File: src/core/txpa_pkg.sv
package txpa_pkg;

    // =====================================================================
    // three-level select encoding
    typedef enum logic [1:0] {
        TXPA_LVL_LOW  = 2'b00,
        TXPA_LVL_MID  = 2'b01,
        TXPA_LVL_HIGH = 2'b10
    } txpa_lvl_type;

    // =====================================================================
    // timing
    localparam int CLK_PERIOD_NS = 10;
    localparam int REF_PERIOD_NS = 80;
    localparam int REF_DIV       = (REF_PERIOD_NS + CLK_PERIOD_NS - 1) / CLK_PERIOD_NS;
    localparam logic [3:0] REF_DIV_LAST = 4'(REF_DIV - 1);
    localparam logic [3:0] REF_DIV_HALF = 4'(REF_DIV / 2);
    localparam logic [1:0] RST_LOW_EDGES = 2'h2;

    // =====================================================================
    // character layout and fixed patterns
    localparam int DATA_W   = 8;
    localparam int CTRL_W   = 2;
    localparam int WORD_W   = DATA_W + CTRL_W + 1;
    localparam int SC_BIT   = DATA_W + CTRL_W;
    localparam logic [9:0] VIOLATION_CHAR = 10'b1001111000;
    localparam logic [7:0] COMMA_CODE     = 8'hbc;
    localparam logic [4:0] WSYNC_LEN      = 5'h10;

    // =====================================================================
    // phase-align buffer
    localparam int BUF_DEPTH = 4;
    localparam int BUF_AW    = 2;
    localparam logic [BUF_AW:0] BUF_CENTER = 3'h2;

    // =====================================================================
    // register map
    localparam logic [7:0] REG_CTRL     = 8'h00;
    localparam logic [7:0] REG_STATUS   = 8'h04;
    localparam logic [7:0] REG_INT_STAT = 8'h08;
    localparam logic [7:0] REG_INT_MASK = 8'h0c;
    localparam int CTRL_RECENTER = 0;
    localparam int INT_ERR       = 0;
    localparam int INT_INIT_DONE = 1;
    localparam int INT_SYNC_DONE = 2;
    localparam logic [2:0] INT_MASK_RESET = 3'h0;

endpackage

File: src/core/txpa_buf_if.sv
`timescale 1ns/1ps
`default_nettype none
interface txpa_buf_if;
    import txpa_pkg::*;
    logic                  init;
    logic                  wr_en;
    logic [WORD_W-1:0]     wr_data;
    logic                  rd_en;
    logic [WORD_W-1:0]     rd_data;
    logic                  overflow;
    logic                  underflow;
    logic [BUF_AW:0]       level;

    modport ctl (output init, wr_en, wr_data, rd_en,
                 input rd_data, overflow, underflow, level);
    modport buf_side (input init, wr_en, wr_data, rd_en,
                      output rd_data, overflow, underflow, level);
endinterface
`default_nettype wire

File: src/core/txpa_phase_buf.sv
`timescale 1ns/1ps
`default_nettype none
module txpa_phase_buf
    import txpa_pkg::*;
(
    // clock and reset
    input  wire logic clk_i,
    input  wire logic rst_n_i,
    // buffer port
    txpa_buf_if.buf_side bus
);

    logic [WORD_W-1:0] mem [BUF_DEPTH];
    logic [BUF_AW:0]   wptr;
    logic [BUF_AW:0]   rptr;
    logic              full;
    logic              empty;

    assign full  = (wptr - rptr) == 3'(BUF_DEPTH);
    assign empty = (wptr == rptr);
    assign bus.level = wptr - rptr;

    // =====================================================================
    // pointers: centered on init so drift has room both ways
    always_ff @(posedge clk_i)
    begin
        if (!rst_n_i || bus.init)
        begin
            wptr <= BUF_CENTER;
            rptr <= '0;
        end
        else
        begin
            if (bus.wr_en && !full)
                wptr <= wptr + 3'h1;
            if (bus.rd_en && !empty)
                rptr <= rptr + 3'h1;
        end
    end

    // storage; centered slots hold idle zero words
    always_ff @(posedge clk_i)
    begin
        if (!rst_n_i || bus.init)
        begin
            for (int i = 0; i < BUF_DEPTH; i++)
                mem[i] <= '0;
        end
        else if (bus.wr_en && !full)
            mem[wptr[BUF_AW-1:0]] <= bus.wr_data;
    end

    // read data and error pulses
    always_ff @(posedge clk_i)
    begin
        if (!rst_n_i || bus.init)
        begin
            bus.rd_data   <= '0;
            bus.overflow  <= 1'b0;
            bus.underflow <= 1'b0;
        end
        else
        begin
            bus.overflow  <= bus.wr_en && full;
            bus.underflow <= bus.rd_en && empty;
            if (bus.rd_en && !empty)
                bus.rd_data <= mem[rptr[BUF_AW-1:0]];
        end
    end

endmodule // txpa_phase_buf
`default_nettype wire

File: src/core/txpa_top.sv
// The APB register port and the address map were left to the implementer.
`timescale 1ns/1ps
`default_nettype none
module txpa_top
    import txpa_pkg::*;
(
    // system
    input  wire logic              clk_i,
    input  wire logic              rst_n_i,
    // apb slave
    input  wire logic              psel_i,
    input  wire logic              penable_i,
    input  wire logic              pwrite_i,
    input  wire logic [7:0]        paddr_i,
    input  wire logic [31:0]       pwdata_i,
    output logic      [31:0]       prdata_o,
    output logic                   pready_o,
    output logic                   pslverr_o,
    output logic                   irq_o,
    // host character interface (pins)
    input  wire logic              tx_input_clk_i,
    input  wire logic [DATA_W-1:0] tx_data_i,
    input  wire logic [CTRL_W-1:0] tx_ctrl_in_i,
    input  wire logic              special_char_sel_i,
    input  wire logic [1:0]        tx_mode_sel1_i,
    input  wire logic [1:0]        tx_mode_sel0_i,
    input  wire logic              tx_input_clk_sel_i,
    input  wire logic              tx_rate_sel_i,
    input  wire logic              tx_phase_reset_n_i,
    input  wire logic              word_sync_req_i,
    // character out to encoder
    output logic      [9:0]        tx_char_o,
    output logic                   tx_char_valid_o,
    output logic                   tx_special_sel_o,
    output logic                   tx_encode_en_o,
    output logic                   tx_violation_o,
    output logic                   tx_comma_o,
    output logic                   tx_error_flag_o
);

    localparam int PIN_W = 20;

    typedef enum logic [0:0] {
        TXPA_WS_IDLE = 1'b0,
        TXPA_WS_SEND = 1'b1
    } txpa_ws_type;

    function automatic logic is_lvl(input logic [1:0] v, input txpa_lvl_type l);
        is_lvl = (v == l);
    endfunction

    // =====================================================================
    // pin synchronizers
    logic [PIN_W-1:0] pin_raw;
    logic [PIN_W-1:0] pin_meta;
    logic [PIN_W-1:0] pin_s;
    assign pin_raw = {tx_input_clk_i, tx_phase_reset_n_i, word_sync_req_i, tx_rate_sel_i,
                      tx_input_clk_sel_i, tx_mode_sel1_i, tx_mode_sel0_i,
                      special_char_sel_i, tx_ctrl_in_i, tx_data_i};

    genvar g;
    generate
        for (g = 0; g < PIN_W; g++)
        begin : g_sync
            // two stages; only the second one feeds logic
            always_ff @(posedge clk_i)
            begin
                if (!rst_n_i)
                begin
                    pin_meta[g] <= 1'b0;
                    pin_s[g]    <= 1'b0;
                end
                else
                begin
                    pin_meta[g] <= pin_raw[g];
                    pin_s[g]    <= pin_meta[g];
                end
            end
        end
    endgenerate

    logic        in_clk_s;
    logic        prst_n_s;
    logic        ws_req_s;
    logic        rate_s;
    logic        clksel_s;
    logic [1:0]  mode1_s;
    logic [1:0]  mode0_s;
    logic [10:0] word_s;
    assign in_clk_s = pin_s[19];
    assign prst_n_s = pin_s[18];
    assign ws_req_s = pin_s[17];
    assign rate_s   = pin_s[16];
    assign clksel_s = pin_s[15];
    assign mode1_s  = pin_s[14:13];
    assign mode0_s  = pin_s[12:11];
    assign word_s   = pin_s[10:0];

    // =====================================================================
    // mode decode
    logic encode_en;
    logic sc_used;
    logic buf_active;
    logic atomic_mode;
    assign encode_en   = !is_lvl(mode1_s, TXPA_LVL_LOW);
    assign sc_used     = !is_lvl(mode0_s, TXPA_LVL_HIGH);
    assign buf_active  = clksel_s || rate_s;
    assign atomic_mode = is_lvl(mode1_s, TXPA_LVL_MID);

    // =====================================================================
    // reference character clock: divider, both edges when rate is high
    logic [3:0] ref_cnt;
    logic       ref_rise;
    logic       ref_tick;
    always_ff @(posedge clk_i)
    begin
        if (!rst_n_i)
            ref_cnt <= '0;
        else if (ref_cnt == REF_DIV_LAST)
            ref_cnt <= '0;
        else
            ref_cnt <= ref_cnt + 4'h1;
    end
    assign ref_rise = (ref_cnt == '0);
    assign ref_tick = ref_rise || (rate_s && ref_cnt == REF_DIV_HALF);

    // input clock edge detect on the synchronized copy
    logic in_clk_d;
    logic in_edge;
    always_ff @(posedge clk_i)
    begin
        if (!rst_n_i)
            in_clk_d <= 1'b0;
        else
            in_clk_d <= in_clk_s;
    end
    assign in_edge = in_clk_s && !in_clk_d;

    // =====================================================================
    // input register: ten bits always, select bit only when used
    logic [WORD_W-1:0] in_reg;
    logic [WORD_W-1:0] next_in_reg;
    logic              cap_now;
    assign cap_now     = buf_active ? in_edge : ref_rise;
    assign next_in_reg = {word_s[SC_BIT] & sc_used, word_s[SC_BIT-1:0]};
    always_ff @(posedge clk_i)
    begin
        if (!rst_n_i)
            in_reg <= '0;
        else if (cap_now)
            in_reg <= next_in_reg;
    end

    // =====================================================================
    // buffer reset: two consecutive low samples at ref rising edges
    logic [1:0] low_cnt;
    logic       init_hold;
    logic       init_release;
    always_ff @(posedge clk_i)
    begin
        if (!rst_n_i)
        begin
            low_cnt   <= '0;
            init_hold <= 1'b0;
        end
        else if (ref_rise)
        begin
            if (!prst_n_s)
            begin
                if (low_cnt != RST_LOW_EDGES)
                    low_cnt <= low_cnt + 2'h1;
                if (low_cnt + 2'h1 >= RST_LOW_EDGES)
                    init_hold <= 1'b1;
            end
            else
            begin
                low_cnt <= '0;
            end
        end
        else if (prst_n_s && init_hold)
            init_hold <= 1'b0;
    end
    assign init_release = init_hold && prst_n_s && !ref_rise;

    // phase of input clock to ref rise, latched at release
    logic [3:0] phase_cnt;
    logic [3:0] last_phase;
    logic [3:0] phase_ref;
    always_ff @(posedge clk_i)
    begin
        if (!rst_n_i)
        begin
            phase_cnt  <= '0;
            last_phase <= '0;
            phase_ref  <= '0;
        end
        else
        begin
            phase_cnt <= ref_rise ? 4'h1 : phase_cnt + 4'h1;
            if (in_edge)
                last_phase <= ref_rise ? 4'h0 : phase_cnt;
            if (init_release)
                phase_ref <= last_phase;
        end
    end

    // =====================================================================
    // phase-align buffer
    txpa_buf_if bif ();
    logic sync_recenter;
    logic soft_recenter;
    assign bif.init    = init_hold || sync_recenter || soft_recenter;
    assign bif.wr_en   = buf_active && in_edge && !init_hold;
    assign bif.wr_data = next_in_reg;
    assign bif.rd_en   = buf_active && ref_tick && !init_hold;

    txpa_phase_buf u_buf (
        .clk_i   (clk_i),
        .rst_n_i (rst_n_i),
        .bus     (bif.buf_side)
    );

    // error stays until the buffer is reinitialized
    logic buf_err;
    logic err_event;
    assign err_event = buf_active && (bif.overflow || bif.underflow);
    always_ff @(posedge clk_i)
    begin
        if (!rst_n_i)
            buf_err <= 1'b0;
        else if (err_event)
            buf_err <= 1'b1;
        else if (bif.init)
            buf_err <= 1'b0;
    end

    // =====================================================================
    // word sync sequencer: sixteen commas, never split
    txpa_ws_type ws_state;
    logic [4:0]  ws_cnt;
    logic        ws_req_d;
    logic        ws_start;
    logic        ws_last;
    assign ws_start = ws_req_s && !ws_req_d && atomic_mode;
    assign ws_last  = (ws_state == TXPA_WS_SEND) && ref_tick && ws_cnt == WSYNC_LEN - 5'h1;
    always_ff @(posedge clk_i)
    begin
        if (!rst_n_i)
        begin
            ws_state      <= TXPA_WS_IDLE;
            ws_cnt        <= '0;
            ws_req_d      <= 1'b0;
            sync_recenter <= 1'b0;
        end
        else
        begin
            ws_req_d      <= ws_req_s;
            sync_recenter <= ws_last && buf_err && atomic_mode;
            case (ws_state)
                TXPA_WS_IDLE:
                begin
                    ws_cnt <= '0;
                    if (ws_start)
                        ws_state <= TXPA_WS_SEND;
                end
                TXPA_WS_SEND:
                begin
                    if (ref_tick)
                        ws_cnt <= ws_cnt + 5'h1;
                    if (ws_last)
                        ws_state <= TXPA_WS_IDLE;
                end
                default:
                    ws_state <= TXPA_WS_IDLE;
            endcase
        end
    end

    // =====================================================================
    // character output, one per ref tick
    logic [WORD_W-1:0] src_word;
    assign src_word = buf_active ? bif.rd_data : in_reg;
    always_ff @(posedge clk_i)
    begin
        if (!rst_n_i)
        begin
            tx_char_o        <= '0;
            tx_char_valid_o  <= 1'b0;
            tx_special_sel_o <= 1'b0;
            tx_encode_en_o   <= 1'b0;
            tx_violation_o   <= 1'b0;
            tx_comma_o       <= 1'b0;
        end
        else
        begin
            tx_char_valid_o <= ref_tick;
            if (ref_tick)
            begin
                tx_encode_en_o <= encode_en;
                if (ws_state == TXPA_WS_SEND)
                begin
                    tx_char_o        <= {2'b00, COMMA_CODE};
                    tx_special_sel_o <= 1'b0;
                    tx_violation_o   <= 1'b0;
                    tx_comma_o       <= 1'b1;
                end
                else if (buf_err && buf_active)
                begin
                    tx_char_o        <= encode_en ? 10'h000 : VIOLATION_CHAR;
                    tx_special_sel_o <= 1'b0;
                    tx_violation_o   <= 1'b1;
                    tx_comma_o       <= 1'b0;
                end
                else
                begin
                    tx_char_o        <= src_word[9:0];
                    tx_special_sel_o <= src_word[SC_BIT] & encode_en;
                    tx_violation_o   <= 1'b0;
                    tx_comma_o       <= 1'b0;
                end
            end
        end
    end

    // error pin follows the sticky condition
    always_ff @(posedge clk_i)
    begin
        if (!rst_n_i)
            tx_error_flag_o <= 1'b0;
        else
            tx_error_flag_o <= buf_err;
    end

    // =====================================================================
    // apb slave: one access cycle, registered answer
    logic       apb_setup;
    logic       apb_wr;
    logic [2:0] int_stat;
    logic [2:0] int_mask;
    logic [2:0] int_set;
    logic       init_hold_d;
    assign apb_setup = psel_i && !penable_i;
    assign apb_wr    = psel_i && penable_i && pready_o && pwrite_i;

    always_ff @(posedge clk_i)
    begin
        if (!rst_n_i)
        begin
            pready_o  <= 1'b0;
            pslverr_o <= 1'b0;
            prdata_o  <= '0;
        end
        else
        begin
            pready_o <= apb_setup;
            if (apb_setup)
            begin
                pslverr_o <= 1'b0;
                prdata_o  <= '0;
                case (paddr_i)
                    REG_CTRL:     prdata_o <= '0;
                    REG_STATUS:   prdata_o <= {16'h0000, 4'h0, phase_ref, 1'b0,
                                               bif.level, (ws_state == TXPA_WS_SEND),
                                               init_hold, buf_active, buf_err};
                    REG_INT_STAT: prdata_o <= {29'h0, int_stat};
                    REG_INT_MASK: prdata_o <= {29'h0, int_mask};
                    default:      pslverr_o <= 1'b1;
                endcase
            end
        end
    end

    // soft recenter pulse and interrupt mask
    always_ff @(posedge clk_i)
    begin
        if (!rst_n_i)
        begin
            soft_recenter <= 1'b0;
            int_mask      <= INT_MASK_RESET;
        end
        else
        begin
            soft_recenter <= apb_wr && paddr_i == REG_CTRL && pwdata_i[CTRL_RECENTER];
            if (apb_wr && paddr_i == REG_INT_MASK)
                int_mask <= pwdata_i[2:0];
        end
    end

    // sticky events; a set in the clearing cycle wins
    always_ff @(posedge clk_i)
    begin
        if (!rst_n_i)
            init_hold_d <= 1'b0;
        else
            init_hold_d <= init_hold;
    end
    assign int_set = {ws_last, init_hold_d && !init_hold, err_event && !buf_err};
    always_ff @(posedge clk_i)
    begin
        if (!rst_n_i)
            int_stat <= '0;
        else if (apb_wr && paddr_i == REG_INT_STAT)
            int_stat <= (int_stat & ~pwdata_i[2:0]) | int_set;
        else
            int_stat <= int_stat | int_set;
    end

    // level interrupt from any unmasked sticky bit
    always_ff @(posedge clk_i)
    begin
        if (!rst_n_i)
            irq_o <= 1'b0;
        else
            irq_o <= |(int_stat & int_mask);
    end

endmodule // txpa_top
`default_nettype wire

File: config.mk
export PLATFORM = sky130hd
export DESIGN_NAME = txpa_top
export DESIGN_NICKNAME = d
export VERILOG_FILES = /design/src/core/txpa_pkg.sv /design/src/core/txpa_buf_if.sv /design/src/core/txpa_phase_buf.sv /design/src/core/txpa_top.sv
export SDC_FILE = /design/constraint.sdc
export NUM_CORES = 1
export LEC_CHECK = 0
export ABC_AREA = 1
export BUFFER_PORTS_ARGS = -buffer_cell sky130_fd_sc_hd__buf_2
export CORE_MARGIN = 10
export CORE_UTILIZATION = 56
export CTS_CLUSTER_DIAMETER = 100
export CTS_CLUSTER_SIZE = 10
export DETAILED_ROUTE_END_ITERATION = 6
export PLACE_DENSITY = 0.78
export SLEW_MARGIN = 20
export SYNTH_ARGS = -nofsm -noshare
export SYNTH_HDL_FRONTEND = slang
export SYNTH_SLANG_ARGS = --single-unit
File: constraint.sdc
create_clock -name clk_i -period 2.95 [get_ports clk_i]
set_input_delay 0 -clock clk_i [delete_from_list [all_inputs] [get_ports clk_i]]
set_output_delay 0 -clock clk_i [all_outputs]
set_load 0.005 [all_outputs]
# After elaboration in Yosys (flattened, before gate mapping)
# Memory sizes are Yosys's and may differ from the RTL's. A register that Yosys moved wholly into a read port is not among the register bits.
# Index checks and enable logic that the tools add are counted.
[totals]
ff_bits = 147
latch_bits = 0
ram_bits = 44
mem_bits_ro = 0
input_bits = 65
output_inout_bits = 51
word_cells = 201
memories = 1
[mem_list]
columns = ["memory", "words", "word_bits", "read_ports", "rd_clocked_by_memory_dff", "write_ports", "line", "text"]
rows = [
  ["u_buf.mem", 4, 11, 1, 1, 4, "txpa_phase_buf.sv:13", "logic [WORD_W-1:0] mem [BUF_DEPTH];"],
]
[op_classes]
addsub = 7
multipliers = 0
div_mod_pow = 0
magnitude_cmp = 1
n_eq_ne = 14
shift = 0
mux = 36
n_bitwise = 9
n_reduce_logical = 60
[op_table]
columns = ["operator", "n"]
rows = [
  ["12-bit case mux with 3 select lines", 1],
  ["1-bit logical AND", 30],
  ["10-bit 2-to-1 mux", 3],
  ["1-bit 2-to-1 mux", 22],
  ["11-bit 2-to-1 mux", 2],
  ["8-bit by 4-bit equality test with 1-bit output (second input constant)", 2],
  ["1-bit zero test", 11],
  ["11-bit OR reduction", 1],
  ["5-bit case mux with 2 select lines", 1],
  ["4-bit by 1-bit adder with 4-bit output (second input constant)", 2],
  ["4-bit by 3-bit equality test with 1-bit output (second input constant)", 2],
  ["8-bit by 3-bit equality test with 1-bit output (second input constant)", 1],
  ["8-bit zero test", 1],
  ["3-bit by 1-bit adder with 3-bit output (second input constant)", 2],
  ["3-bit bitwise AND", 2],
  ["1-bit logical OR", 6],
  ["2-bit 2-to-1 mux", 3],
  ["2-bit != test (second input constant)", 3],
  ["3-bit OR", 2],
  ["2-bit nonzero test", 3],
  ["5-bit by 1-bit adder with 5-bit output (second input constant)", 1],
  ["5-bit by 4-bit equality test with 1-bit output (second input constant)", 1],
  ["5-bit 2-to-1 mux", 1],
  ["4-bit zero test", 1],
  ["other kinds (20)", 23],
]

# Logic depth before layout (Yosys ltp)
# Gate-level depths: netlist of run 1.
[depth]
ltp_word = 10
mapped_depth = 10
depth_no_buf = 10

# By module
# Synthesis of run 1 repeated with hierarchy kept, for this count alone.
[hier_totals]
cells_unflattened = 881
area_unflattened_um2 = 7435.9
[modules_own_cells]
columns = ["module", "n_inst", "cells_per_inst", "area_per_inst_um2"]
rows = [
  ["txpa_top", 1, 585, 4601.9],
  ["txpa_phase_buf", 1, 296, 2834.0],
]

# Worst setup path before layout of run 1
# Ideal clock, no wire load.
[synth_path]
path_kind = "register -> register"
from = "reg u_buf.wptr[0]"
to = "mem u_buf.mem[3][0] (netlist bit) (enable)"
arrival_ns = 2.069
setup_slack_ns = 0.503
path_stages_with_launch = 10
period_less_slack_ns = 2.447
cell_sequence = "dfxtp_1 > inv_1 > ha_1 > fa_1 > nand2_1 > inv_1 > nand3_4 > nand2_2 > a21oi_1 > nor2_1"
[synth_rtl]
columns = ["element", "line", "text"]
rows = [
  ["from (decl)", "txpa_phase_buf.sv:14", "logic [BUF_AW:0] wptr;"],
  ["from (signal assigned)", "txpa_phase_buf.sv:35", "wptr <= wptr + 3'h1;"],
  ["to (decl)", "txpa_phase_buf.sv:13", ""],
]

==> flow_metrics.py, run 1 <==
metrics = {
    "status": {
        "outcome": "complete, no violations",
    },
    "clock_tree": {
        "post-cts-setup-buffer-count": 0,
        "cts_resized": 0,
        "clk_latency_ns": 0.43,
        "numCtsBuffers": 17,
        "cts_tree": "done",
        "cts_buffer_depth": 2,
        "cts-root-buf": "clkbuf_16",
        "clkTransAtPathRegs_ns": 0.07,
        "htreeDepth": 4,
        "numClockSinks": 181,
        "cts_hold_buffers": 24,
    },
    "yosys": {
        "yosysMostFrequentCell": "dfxtp_1",
        "yosys-top-cells-count": "137 x dfxtp_1, 129 x nor2_1, 128 x nand2_1",
        "synth_flop_cell": "dfxtp_1",
        "ys_types": 44,
        "netlist.area_leader.share": 0.3706,
        "ys_seq_area_frac": 0.5491,
        "synth-edff-count": 44,
        "syn_area_sq_um": 7401,
        "yosys-top-cells-area": "dfxtp_1 37%, edfxtp_1 18%, nor2_1 6.5%",
        "synthArstFlopShare": 0,
        "synth-seq-cells": 181,
        "synth_largest_area_cell": "dfxtp_1",
        "synth_cells": 855,
        "ys_warn_count": 0,
        "syn_area_per_cell_sq_um": 8.656,
    },
    "pwr": {
        "power_frac_seq": 0.504,
        "vdd_drop_max_mv": 0.3409,
        "intPower_mw": 4.133,
        "pwr-share-comb": 0.105,
        "powerDensity_nw_per_um2": 648.3,
        "clock_power_share": 0.390,
        "p_leak_nw": 3.772,
        "p_sw_mw": 1.390,
        "sw_frac_of_total": 0.2517,
    },
    "detailed_routing": {
        "first_pass_iters": 5,
        "drt_wl_total_mm": 16.13,
        "antenna_left": 0,
        "drt_iter0_drc": 525,
        "vias_per_cell": 5.103,
        "drc": 0,
        "wl_per_cell_um": 14.39,
        "num_vias": 5720,
    },
    "worst_setup_path": {
        "cp_num_cells": 10,
        "crit_fanout": 13,
        "r2r-end": "u_buf.mem[3][6]",
        "cp-end-kind": "flip-flop",
        "cpMaxStageDelayCell": "fa_1",
        "path_common_cell": "inv_1",
        "worstSetupStartpoint": "u_buf.wptr[0]",
        "cp.arrival_ns": 2.58,
        "start_kind": "flip-flop",
        "reg2regPathDepth": 10,
        "path_delay_family": "adder cells",
        "worstSetupPathType": "reg2reg",
        "max_stage_delay_ns": 0.50,
        "cp_num_buf_inv": 3,
        "r2r_start": "u_buf.wptr[0]",
        "path_cells": "inv_1, ha_1, fa_1, nand2_1, inv_1, nand3_4, nand2_2, a21oi_1, nor2_1, buf_4",
        "required_ns": 3.09,
        "rrSetupSlack_ns": 0.51,
    },
    "sta": {
        "final.setup.tns_ns": 0,
        "final-setup-viol-count": 0,
        "fin_crit_sh": 0.8280,
        "whs_ns": 0.03862,
        "fin_skew_ns": 0.004968,
        "maxSlewHeadroom": 0.4912,
        "final_hold_viol_count": 0,
        "worst_pin_slew_ns": 0.7552,
        "final_max_slew_viol_count": 0,
        "period_needed_ns": 2.443,
        "rsz0062_at_grt": "false",
        "max_freq_mhz": 409.4,
    },
    "final_layout": {
        "multi_input_area_sq_um": 2623,
        "top_register": "u_buf.mem",
        "num-fill-cells": 954,
        "layout.nets": 1012,
        "diodes": 0,
        "area_growth_pct": 15.13,
        "largest_reg_flops": 44,
        "drive_above_1_share": 0.1454,
        "layout.area.seq_sq_um": 4064,
        "reg_top3": "u_buf.mem (44), pin_meta (20)",
    },
    "grt": {
        "grt_pass1_wl_mm": 26.70,
        "antenna_found_initial": 0,
        "grt_pass1_vias": 5525,
        "grt_usage": 0.1815,
        "grt_max_degree": 78,
        "grt_overflow": 0,
    },
    "floorplanning": {
        "die_area_sq_um": 18210,
        "fp.dieW_um": 135.0,
        "pin_count": 116,
        "num_rows": 41,
        "core_sq_um": 12770,
        "initial_core_util": 0.5794,
        "die_h_um": 135.0,
    },
    "hold_path": {
        "min_to": "prdata_o[1]",
        "holdPathStages": 5,
        "hp-class": "in2reg",
        "min_from": "penable_i",
    },
    "place": {
        "place.port_buffers": 65,
        "dp_hpwl_mm": 11.00,
        "place_congestion": 0.8466,
    },
    "job": {
        "max_cap_violations": 0,
    },
}
[metrics by stage]
step	utilization	total power, mW	area (sq um)	setup WS (ns)	cells
3_5_place_dp	0.6041	3.379	7716	0.5292	1065
4_1_cts	0.6671	5.532	8521	0.5175	1121
3_3_place_gp	0.6041	3.361	7716	0.5677	1065
6_report	0.6671	5.524	8521	0.5073	1121
2_1_floorplan	-	3.243	7476	0.5026	875
5_1_grt	0.6671	5.741	8521	0.3123	1121
[kinds of logic (layout without fill, tap and decap cells)]
group,Yosys count,after routing,synth area share
compound gates,153,153,0.1134
simple gates,337,337,0.2059
other cells,1,21,0.0005067
xor+xnor,4,4,0.004735
fa+ha+maj,11,11,0.01961
buf+inv,168,242,0.1067
flops,181,181,0.5491
[how the worst max path moves through the flow]
stage                      endpoint  slack (ns)
floorplan           u_buf.mem[3][0]        0.50
detailed placement  u_buf.mem[3][8]        0.53
global placement    u_buf.mem[3][8]        0.57
finish              u_buf.mem[3][6]        0.51
CTS                 u_buf.mem[3][4]        0.52
global route        u_buf.mem[3][4]        0.31
[metal layers]
metal | up-vias | wire length, um | global-route usage | share of wire
li1 | 2875 | - | - | -
met1 | 2605 | 7174 | 0.2363 | 0.44
met2 | 215 | 7424 | 0.2805 | 0.46
met3 | 25 | 1136 | 0.04377 | 0.070
met4 | 0 | 395 | 0.08074 | 0.024
met5 | - | 0 | 0 | 0
[power by group through the flow]
stage | sequential (mW) | combinational (mW) | clock (mW)
2_1_floorplan | 2.81 | 0.430 | 0
3_3_place_gp | 2.83 | 0.532 | 0
3_5_place_dp | 2.84 | 0.543 | 0
4_1_cts | 2.78 | 0.576 | 2.17
5_1_grt | 2.80 | 0.653 | 2.29
6_report | 2.78 | 0.583 | 2.16
[worst min-delay path: cells and delay by family]
kind / cells / cell delay, ns
AO/OA/AOI/OAI: 1 / 0.05
buffers and inverters: 2 / 0.26
AND/OR/NAND/NOR: 2 / 0.11
[cells in the final DEF (no fill, tap or decap), types with 10 or more instances in the layout]
cell           count
inv_1            106
nand2_1          128
o21ai_0           56
ha_1              10
clkbuf_16         17
buf_2             65
o22ai_1           12
edfxtp_1          44
a21oi_1           56
dfxtp_1          137
nand3_1           46
dlygate4sd3_1     24
conb_1            21
nor2_1           129
[cell type report]
class | instances | area share
multi-input combinational | 526 | 0.3078
tap | 172 | 0.02526
clock inverter | 15 | 0.01630
clock buffer | 17 | 0.04993
sequential | 181 | 0.4769
inverter | 113 | 0.05037
timing repair buffer | 97 | 0.07342
No activity file was read; power rests on OpenSTA's default activity.
==> run 2: changes to the inputs <==
--- a/config.mk
+++ b/config.mk
@@ -8,11 +8,11 @@
 export ABC_AREA = 1
 export BUFFER_PORTS_ARGS = -buffer_cell sky130_fd_sc_hd__buf_2
 export CORE_MARGIN = 10
-export CORE_UTILIZATION = 56
+export CORE_UTILIZATION = 51
 export CTS_CLUSTER_DIAMETER = 100
 export CTS_CLUSTER_SIZE = 10
 export DETAILED_ROUTE_END_ITERATION = 6
-export PLACE_DENSITY = 0.78
+export PLACE_DENSITY = 0.75
 export SLEW_MARGIN = 20
 export SYNTH_ARGS = -nofsm -noshare
 export SYNTH_HDL_FRONTEND = slang
==> constraint.sdc (replaced) <==
create_clock -name clk_i -period 2 [get_ports clk_i]
set_input_delay 0 -clock clk_i [delete_from_list [all_inputs] [get_ports clk_i]]
set_output_delay 0 -clock clk_i [all_outputs]
set_load 0.005 [all_outputs]
==> run 2 against run 1 <==
  * The run now ends with setup timing left
  * Flip-flop and latch count did not move
  * Critical path depth fell by 1
  * Critical path type unchanged
  * Via count rose by 0.72%
  * Cell count rose by 2.7%
  * Critical endpoint is now u_buf.mem[0][2]
==> flow_metrics.py, run 2 (synthesis results as in run 1) <==
metrics = {
    "status": {
        "outcome": "finished with violations",
        "violations": "setup timing",
    },
    "pwr": {
        "vdd_drop_max_mv": 0.5688,
        "p_leak_nw": 3.917,
        "pwr-share-comb": 0.112,
        "intPower_mw": 6.217,
        "clock_power_share": 0.398,
        "powerDensity_nw_per_um2": 948.7,
        "sw_frac_of_total": 0.2571,
        "power_mw": 8.369,
        "p_sw_mw": 2.151,
        "power_frac_seq": 0.490,
    },
    "final_layout": {
        "top_register": "u_buf.mem",
        "reg_top3": "u_buf.mem (44), pin_meta (20)",
        "diodes": 0,
        "final_cell_count_no_fill": 1151,
        "layout.nets": 1034,
        "area_growth_pct": 19.19,
        "drive_above_1_share": 0.1761,
        "final_common_cell": "dfxtp_1",
        "final_area_sq_um": 8821,
        "final_cell_mix": "136 x dfxtp_1, 128 x nor2_1, 124 x nand2_1, 103 x inv_1, 65 x buf_2",
        "largest_reg_flops": 44,
    },
    "grt": {
        "grt_max_degree": 42,
        "antenna_found_initial": 0,
        "grt_pass1_vias": 5589,
        "grt_pass1_wl_mm": 27.28,
        "grt_usage": 0.1680,
        "grt_overflow": 0,
    },
    "floorplanning": {
        "die_area_sq_um": 19730,
        "num_rows": 43,
        "initial_core_util": 0.5270,
        "fp.dieW_um": 140.5,
        "pin_count": 116,
        "core_sq_um": 14040,
        "die_h_um": 140.5,
    },
    "sta": {
        "final_hold_viol_count": 0,
        "fin_skew_ns": 0.005668,
        "maxSlewHeadroom": 0.5280,
        "final-setup-viol-count": 11,
        "worst_pin_slew_ns": 0.7069,
        "final_max_slew_viol_count": 0,
        "fin_ws_ns": -0.01695,
        "max_freq_mhz": 495.8,
        "fin_crit_sh": 1.008,
        "rsz0062_at_grt": "true",
        "period_needed_ns": 2.017,
    },
    "detailed_routing": {
        "drt_wl_total_mm": 16.53,
        "first_pass_iters": 5,
        "antenna_left": 0,
        "drc": 0,
        "vias_per_cell": 5.005,
        "num_vias": 5761,
        "wl_per_cell_um": 14.36,
        "drt_iter0_drc": 440,
    },
    "job": {
        "max_cap_violations": 0,
    },
    "place": {
        "placed_area_sq_um": 7876,
        "place_congestion": 0.8594,
        "place.port_buffers": 65,
        "dp_hpwl_mm": 11.48,
        "dp_cells": 1089,
        "pre_cts_ws_ns": -0.06196,
    },
    "worst_setup_path": {
        "cp_num_buf_inv": 3,
        "cp.arrival_ns": 2.20,
        "start_kind": "flip-flop",
        "worstSetupPathType": "reg2reg",
        "path_cells": "inv_4, ha_4, fa_1, nand2_1, inv_2, nand3_4, nand4_2, buf_4, nor2_1",
        "required_ns": 2.19,
        "max_stage_delay_ns": 0.53,
        "cpMaxStageDelayCell": "fa_1",
        "cp-end-kind": "flip-flop",
        "path_delay_family": "adder cells",
        "crit_fanout": 11,
    },
    "clock_tree": {
        "numClockSinks": 181,
        "htreeDepth": 4,
        "clk_latency_ns": 0.43,
        "cts-root-buf": "clkbuf_16",
        "cts_tree": "done",
        "numCtsBuffers": 17,
        "cts_buffer_depth": 2,
        "clkTransAtPathRegs_ns": 0.07,
    },
    "hold_path": {
        "hp-class": "in2reg",
    },
}
run 2: through the flow:
| step | setup TNS, ns | utilization | hold slack [ns] |
|---|---|---|---|
| CTS | 0 | 0.6243 | 0.002861 |
| detailed placement | -0.6791 | 0.5609 | 0.1841 |
| finish | -0.1227 | 0.6282 | 0.02194 |
| global placement | -0.03000 | 0.5609 | 0.1787 |
| floorplan | -0.3449 | - | 0.09763 |
| global route | -4.143 | 0.6282 | 0.04096 |
run 2: worst paths after layout:
kind            startpoint               to  slack, ns  cells after the start
max          u_buf.wptr[0]  u_buf.mem[0][2]      -0.02                      9
min                 psel_i      prdata_o[1]       0.02                      5
max reg2reg  u_buf.wptr[0]  u_buf.mem[0][2]      -0.02                      9
min reg2reg   pin_meta[19]         in_clk_s       0.41                      2
run 2: per-layer routing:
metal	part of all wire	up-vias	track usage	wire length (um)
met4	0.021	0	0.06739	343
met5	0	-	0	0
li1	-	2924	-	-
met2	0.46	180	0.2596	7683
met1	0.46	2626	0.2187	7555
met3	0.057	31	0.04293	946
run 2: worst register-to-register path, stage by stage (launching register included):
cell and delay [ns]:
dfxtp_4 0.36, inv_4 0.04, ha_4 0.15, fa_1 0.53
nand2_1 0.07, inv_2 0.06, nand3_4 0.13, nand4_2 0.18
buf_4 0.20, nor2_1 0.06
run 2: power by group through the flow:
stage          clock network [mW]  registers [mW]  logic (mW)
3_3_place_gp                    0            4.17       0.836
3_5_place_dp                    0            4.17       0.847
6_report                     3.33            4.10       0.941
5_1_grt                      3.50            4.12        1.05
2_1_floorplan                   0            4.15       0.642
4_1_cts                      3.37            4.10       0.913
run 2: cell type report:
class                      instances  area [sq um]
fill                            1117          5221
sequential                       181          4068
multi-input combinational        527          2701
timing repair buffer             117         795.8
clock buffer                      18         439.2
inverter                         113         435.4
tap                              180         225.2
clock inverter                    14         148.9
timing repair inverter             1         7.507
run 2: repair_timing:
| action | CTS | global route |
|---|---|---|
| pin swaps | 1 | 5 |
| endpoints found under the hold margin | 32 | 0 |
| hold buffers | 26 | 0 |
| setup buffers | 2 | 2 |
| resized for setup | 2 | 13 |
| cloned | 0 | 2 |
| endpoints found under the setup margin | 11 | 79 |
==> run 3: changes to the inputs <==
--- a/config.mk
+++ b/config.mk
@@ -12,8 +12,9 @@
 export CTS_CLUSTER_DIAMETER = 100
 export CTS_CLUSTER_SIZE = 10
 export DETAILED_ROUTE_END_ITERATION = 6
-export PLACE_DENSITY = 0.75
+export PLACE_DENSITY = 0.88
 export SLEW_MARGIN = 20
 export SYNTH_ARGS = -nofsm -noshare
 export SYNTH_HDL_FRONTEND = slang
+export SYNTH_HIERARCHICAL = 1
 export SYNTH_SLANG_ARGS = --single-unit
==> run 3 against run 2 <==
  * Clock-buffer cell count up 3
  * Hold slack better by 0.045 ns
  * Global-route usage up 0.23 points
  * Core utilization down 1.2 points
  * Non-clock buffer count up 4
  * Synthesized cell count up 3.0%
  * Synthesized area up 0.47%
  * Sequential share of layout area down 0.35 points
  * The run now ends clean
  * Routed wire length up 3.6%
  * Power up 1.2%
  * First-iteration DRC count up 20%
==> flow_metrics.py, run 3 <==
metrics = {
    "status": {
        "outcome": "complete, no violations",
    },
    "place": {
        "place.port_buffers": 65,
        "dp_hpwl_mm": 11.25,
        "dp_cells": 1122,
        "place_congestion": 0.8333,
    },
    "yosys": {
        "yosys-top-cells-count": "152 x nand2_1, 137 x dfxtp_1, 126 x nor2_1",
        "synthArstFlopShare": 0,
        "netlist.area_leader.share": 0.3688,
        "yosys-top-cells-area": "dfxtp_1 37%, edfxtp_1 18%, nand2_1 7.7%",
        "ys_types": 48,
        "syn_area_per_cell_sq_um": 8.440,
        "syn_area_sq_um": 7436,
        "yosysMostFrequentCell": "nand2_1",
        "synth_cells": 881,
        "synth-edff-count": 44,
        "synth-seq-cells": 181,
        "ys_seq_area_frac": 0.5465,
        "synth_largest_area_cell": "dfxtp_1",
        "ys_warn_count": 6,
        "synth_flop_cell": "dfxtp_1",
    },
    "pwr": {
        "sw_frac_of_total": 0.2524,
        "pwr-share-comb": 0.109,
        "p_leak_nw": 4.007,
        "power_frac_seq": 0.483,
        "intPower_mw": 6.334,
        "p_sw_mw": 2.138,
        "clock_power_share": 0.408,
        "vdd_drop_max_mv": 0.6830,
        "powerDensity_nw_per_um2": 952.9,
    },
    "sta": {
        "fin_crit_sh": 0.9941,
        "final-setup-viol-count": 0,
        "final_max_slew_viol_count": 0,
        "fin_skew_ns": 0.006867,
        "worst_pin_slew_ns": 0.6977,
        "rsz0062_at_grt": "true",
        "period_needed_ns": 1.988,
        "maxSlewHeadroom": 0.5344,
        "final_hold_viol_count": 0,
        "max_freq_mhz": 503.0,
    },
    "worst_setup_path": {
        "path_cells": "inv_4, ha_4, fa_1, nand2_1, inv_2, nand3_4, nand2_2, a21oi_2, nor2_4, buf_12",
        "cp.arrival_ns": 2.13,
        "worstSetupPathType": "reg2reg",
        "r2r-end": "u_buf/mem[3][4]",
        "r2r_start": "u_buf/wptr[0]",
        "cp-end-kind": "flip-flop",
        "cp_num_buf_inv": 3,
        "required_ns": 2.15,
        "crit_fanout": 11,
        "cp-endpoint": "u_buf/mem[3][4]",
        "cp_num_cells": 10,
        "start_kind": "flip-flop",
        "path_delay_family": "adder cells",
        "max_stage_delay_ns": 0.50,
        "reg2regPathDepth": 10,
        "cpMaxStageDelayCell": "fa_1",
        "worstSetupStartpoint": "u_buf/wptr[0]",
        "rrSetupSlack_ns": 0.01,
    },
    "clock_tree": {
        "numCtsBuffers": 17,
        "cts_buffer_depth": 2,
        "cts-root-buf": "clkbuf_16",
        "clk_latency_ns": 0.43,
        "clkTransAtPathRegs_ns": 0.07,
        "htreeDepth": 4,
        "numClockSinks": 181,
        "post-cts-setup-buffer-count": 0,
        "cts_tree": "done",
    },
    "hold_path": {
        "hp-class": "in2reg",
    },
    "grt": {
        "grt_usage": 0.1703,
        "grt_pass1_wl_mm": 27.86,
        "grt_pass1_vias": 5959,
        "antenna_found_initial": 0,
        "grt_overflow": 0,
        "grt_max_degree": 60,
    },
    "final_layout": {
        "final_cell_mix": "147 x nand2_1, 135 x dfxtp_1, 125 x nor2_1, 112 x inv_1, 67 x o21ai_0",
        "reg_top3": "u_buf/mem (44), pin_meta (20)",
        "layout.nets": 1059,
        "drive_above_1_share": 0.1707,
        "final_common_cell": "nand2_1",
        "area_growth_pct": 19.57,
        "top_register": "u_buf/mem",
        "final_cell_count_no_fill": 1180,
        "diodes": 0,
        "largest_reg_flops": 44,
        "final_util": 0.6164,
    },
    "job": {
        "max_cap_violations": 0,
    },
    "floorplanning": {
        "core_sq_um": 14420,
        "pin_count": 116,
        "fp.dieW_um": 140.8,
        "die_h_um": 140.8,
        "num_rows": 44,
        "die_area_sq_um": 19810,
        "initial_core_util": 0.5155,
    },
    "detailed_routing": {
        "vias_per_cell": 5.131,
        "drt_iter0_drc": 530,
        "antenna_left": 0,
        "drc": 0,
        "drt_wl_total_mm": 17.13,
        "num_vias": 6055,
        "first_pass_iters": 5,
        "wl_per_cell_um": 14.51,
    },
}
==> run 3: cell count changes in the layout (fill, tap and decap cells not counted), sizes merged, moves of 4 or more <==
cell    previous run  this run
nand2            136       155
a211oi             9         1
o21ai             63        81
buf               91        95
inv              117       125
o22ai             12         1
nor2             139       132
nand3             48        52
==> run 3: power by group through the flow <==
stage	clock network [mW]	logic, mW	registers, mW
after floorplan	0	0.610	4.15
after global placement	0	0.830	4.16
after detailed placement	0	0.863	4.17
after CTS	3.48	0.914	4.09
after global routing	3.65	1.03	4.11
final	3.46	0.924	4.09
==> run 3: worst register-to-register path, cell delays in order (launching register included) <==
cell     delay (ns)
dfxtp_4        0.36
inv_4          0.04
ha_4           0.14
fa_1           0.50
nand2_1        0.07
inv_2          0.07
nand3_4        0.12
nand2_2        0.10
a21oi_2        0.05
nor2_4         0.12
buf_12         0.14
==> run 3: what timing repair did <==
item | CTS | global route
hold endpoints to repair | 28 | 0
pin swaps | 0 | 1
endpoints found under the setup margin | 4 | 92
resized for setup | 0 | 6
hold buffers | 26 | 0
cloned | 0 | 0
==> run 3: how the worst min path moves through the flow <==
stage	startpoint	endpoint	slack, ns	cells after the start
CTS	penable_i	prdata_o[2]	0.05	5
finish	penable_i	prdata_o[2]	0.07	5
global route	penable_i	prdata_o[8]	0.07	4
global placement	tx_data_i[4]	pin_meta[4]	0.18	3
floorplan	tx_data_i[0]	pin_meta[0]	0.1	2
detailed placement	tx_data_i[6]	pin_meta[6]	0.18	3
==> run 3: stage by stage <==
| step | total power [mW] | hold WS (ns) | cell area, sq um | TNS, ns | worst slack, ns |
|---|---|---|---|---|---|
| after floorplan | 4.761 | 0.09763 | 7567 | -0.09150 | -0.008318 |
| after global placement | 4.986 | 0.1814 | 7994 | 0 | 0.04898 |
| after detailed placement | 5.031 | 0.1837 | 7994 | 0 | 0.007766 |
| after CTS | 8.483 | 0.05302 | 8869 | -0.007514 | -0.003696 |
| after global routing | 8.784 | 0.07372 | 8891 | -2.074 | -0.09139 |
| final | 8.472 | 0.06661 | 8891 | 0 | 0.01188 |
==> run 3: cell type report <==
type	instances	area (sq um)
Clock inverter	11	132.6
Multi-Input combinational cell	543	2691
Inverter	119	451.7
Sequential cell	181	4069
Fill cell	1139	5533
Tap cell	184	230.2
Clock buffer	21	481.7
Timing Repair Buffer	121	834.6
==> run 3: logic make-up after synthesis <==
family	share of synthesized area
simple gates	0.2103
flops	0.5465
buf+inv	0.1097
compound gates	0.1099
fa+ha+maj	0.01952
xor+xnor	0.003534
other cells	0.0005043
==> run 3: per-layer routing <==
layer | share of wire | track usage | vias to the layer above
met5 | 0 | 0 | -
met4 | 0.026 | 0.07446 | 0
met3 | 0.076 | 0.04434 | 47
met2 | 0.49 | 0.2941 | 240
met1 | 0.41 | 0.1938 | 2791
li1 | - | - | 2977
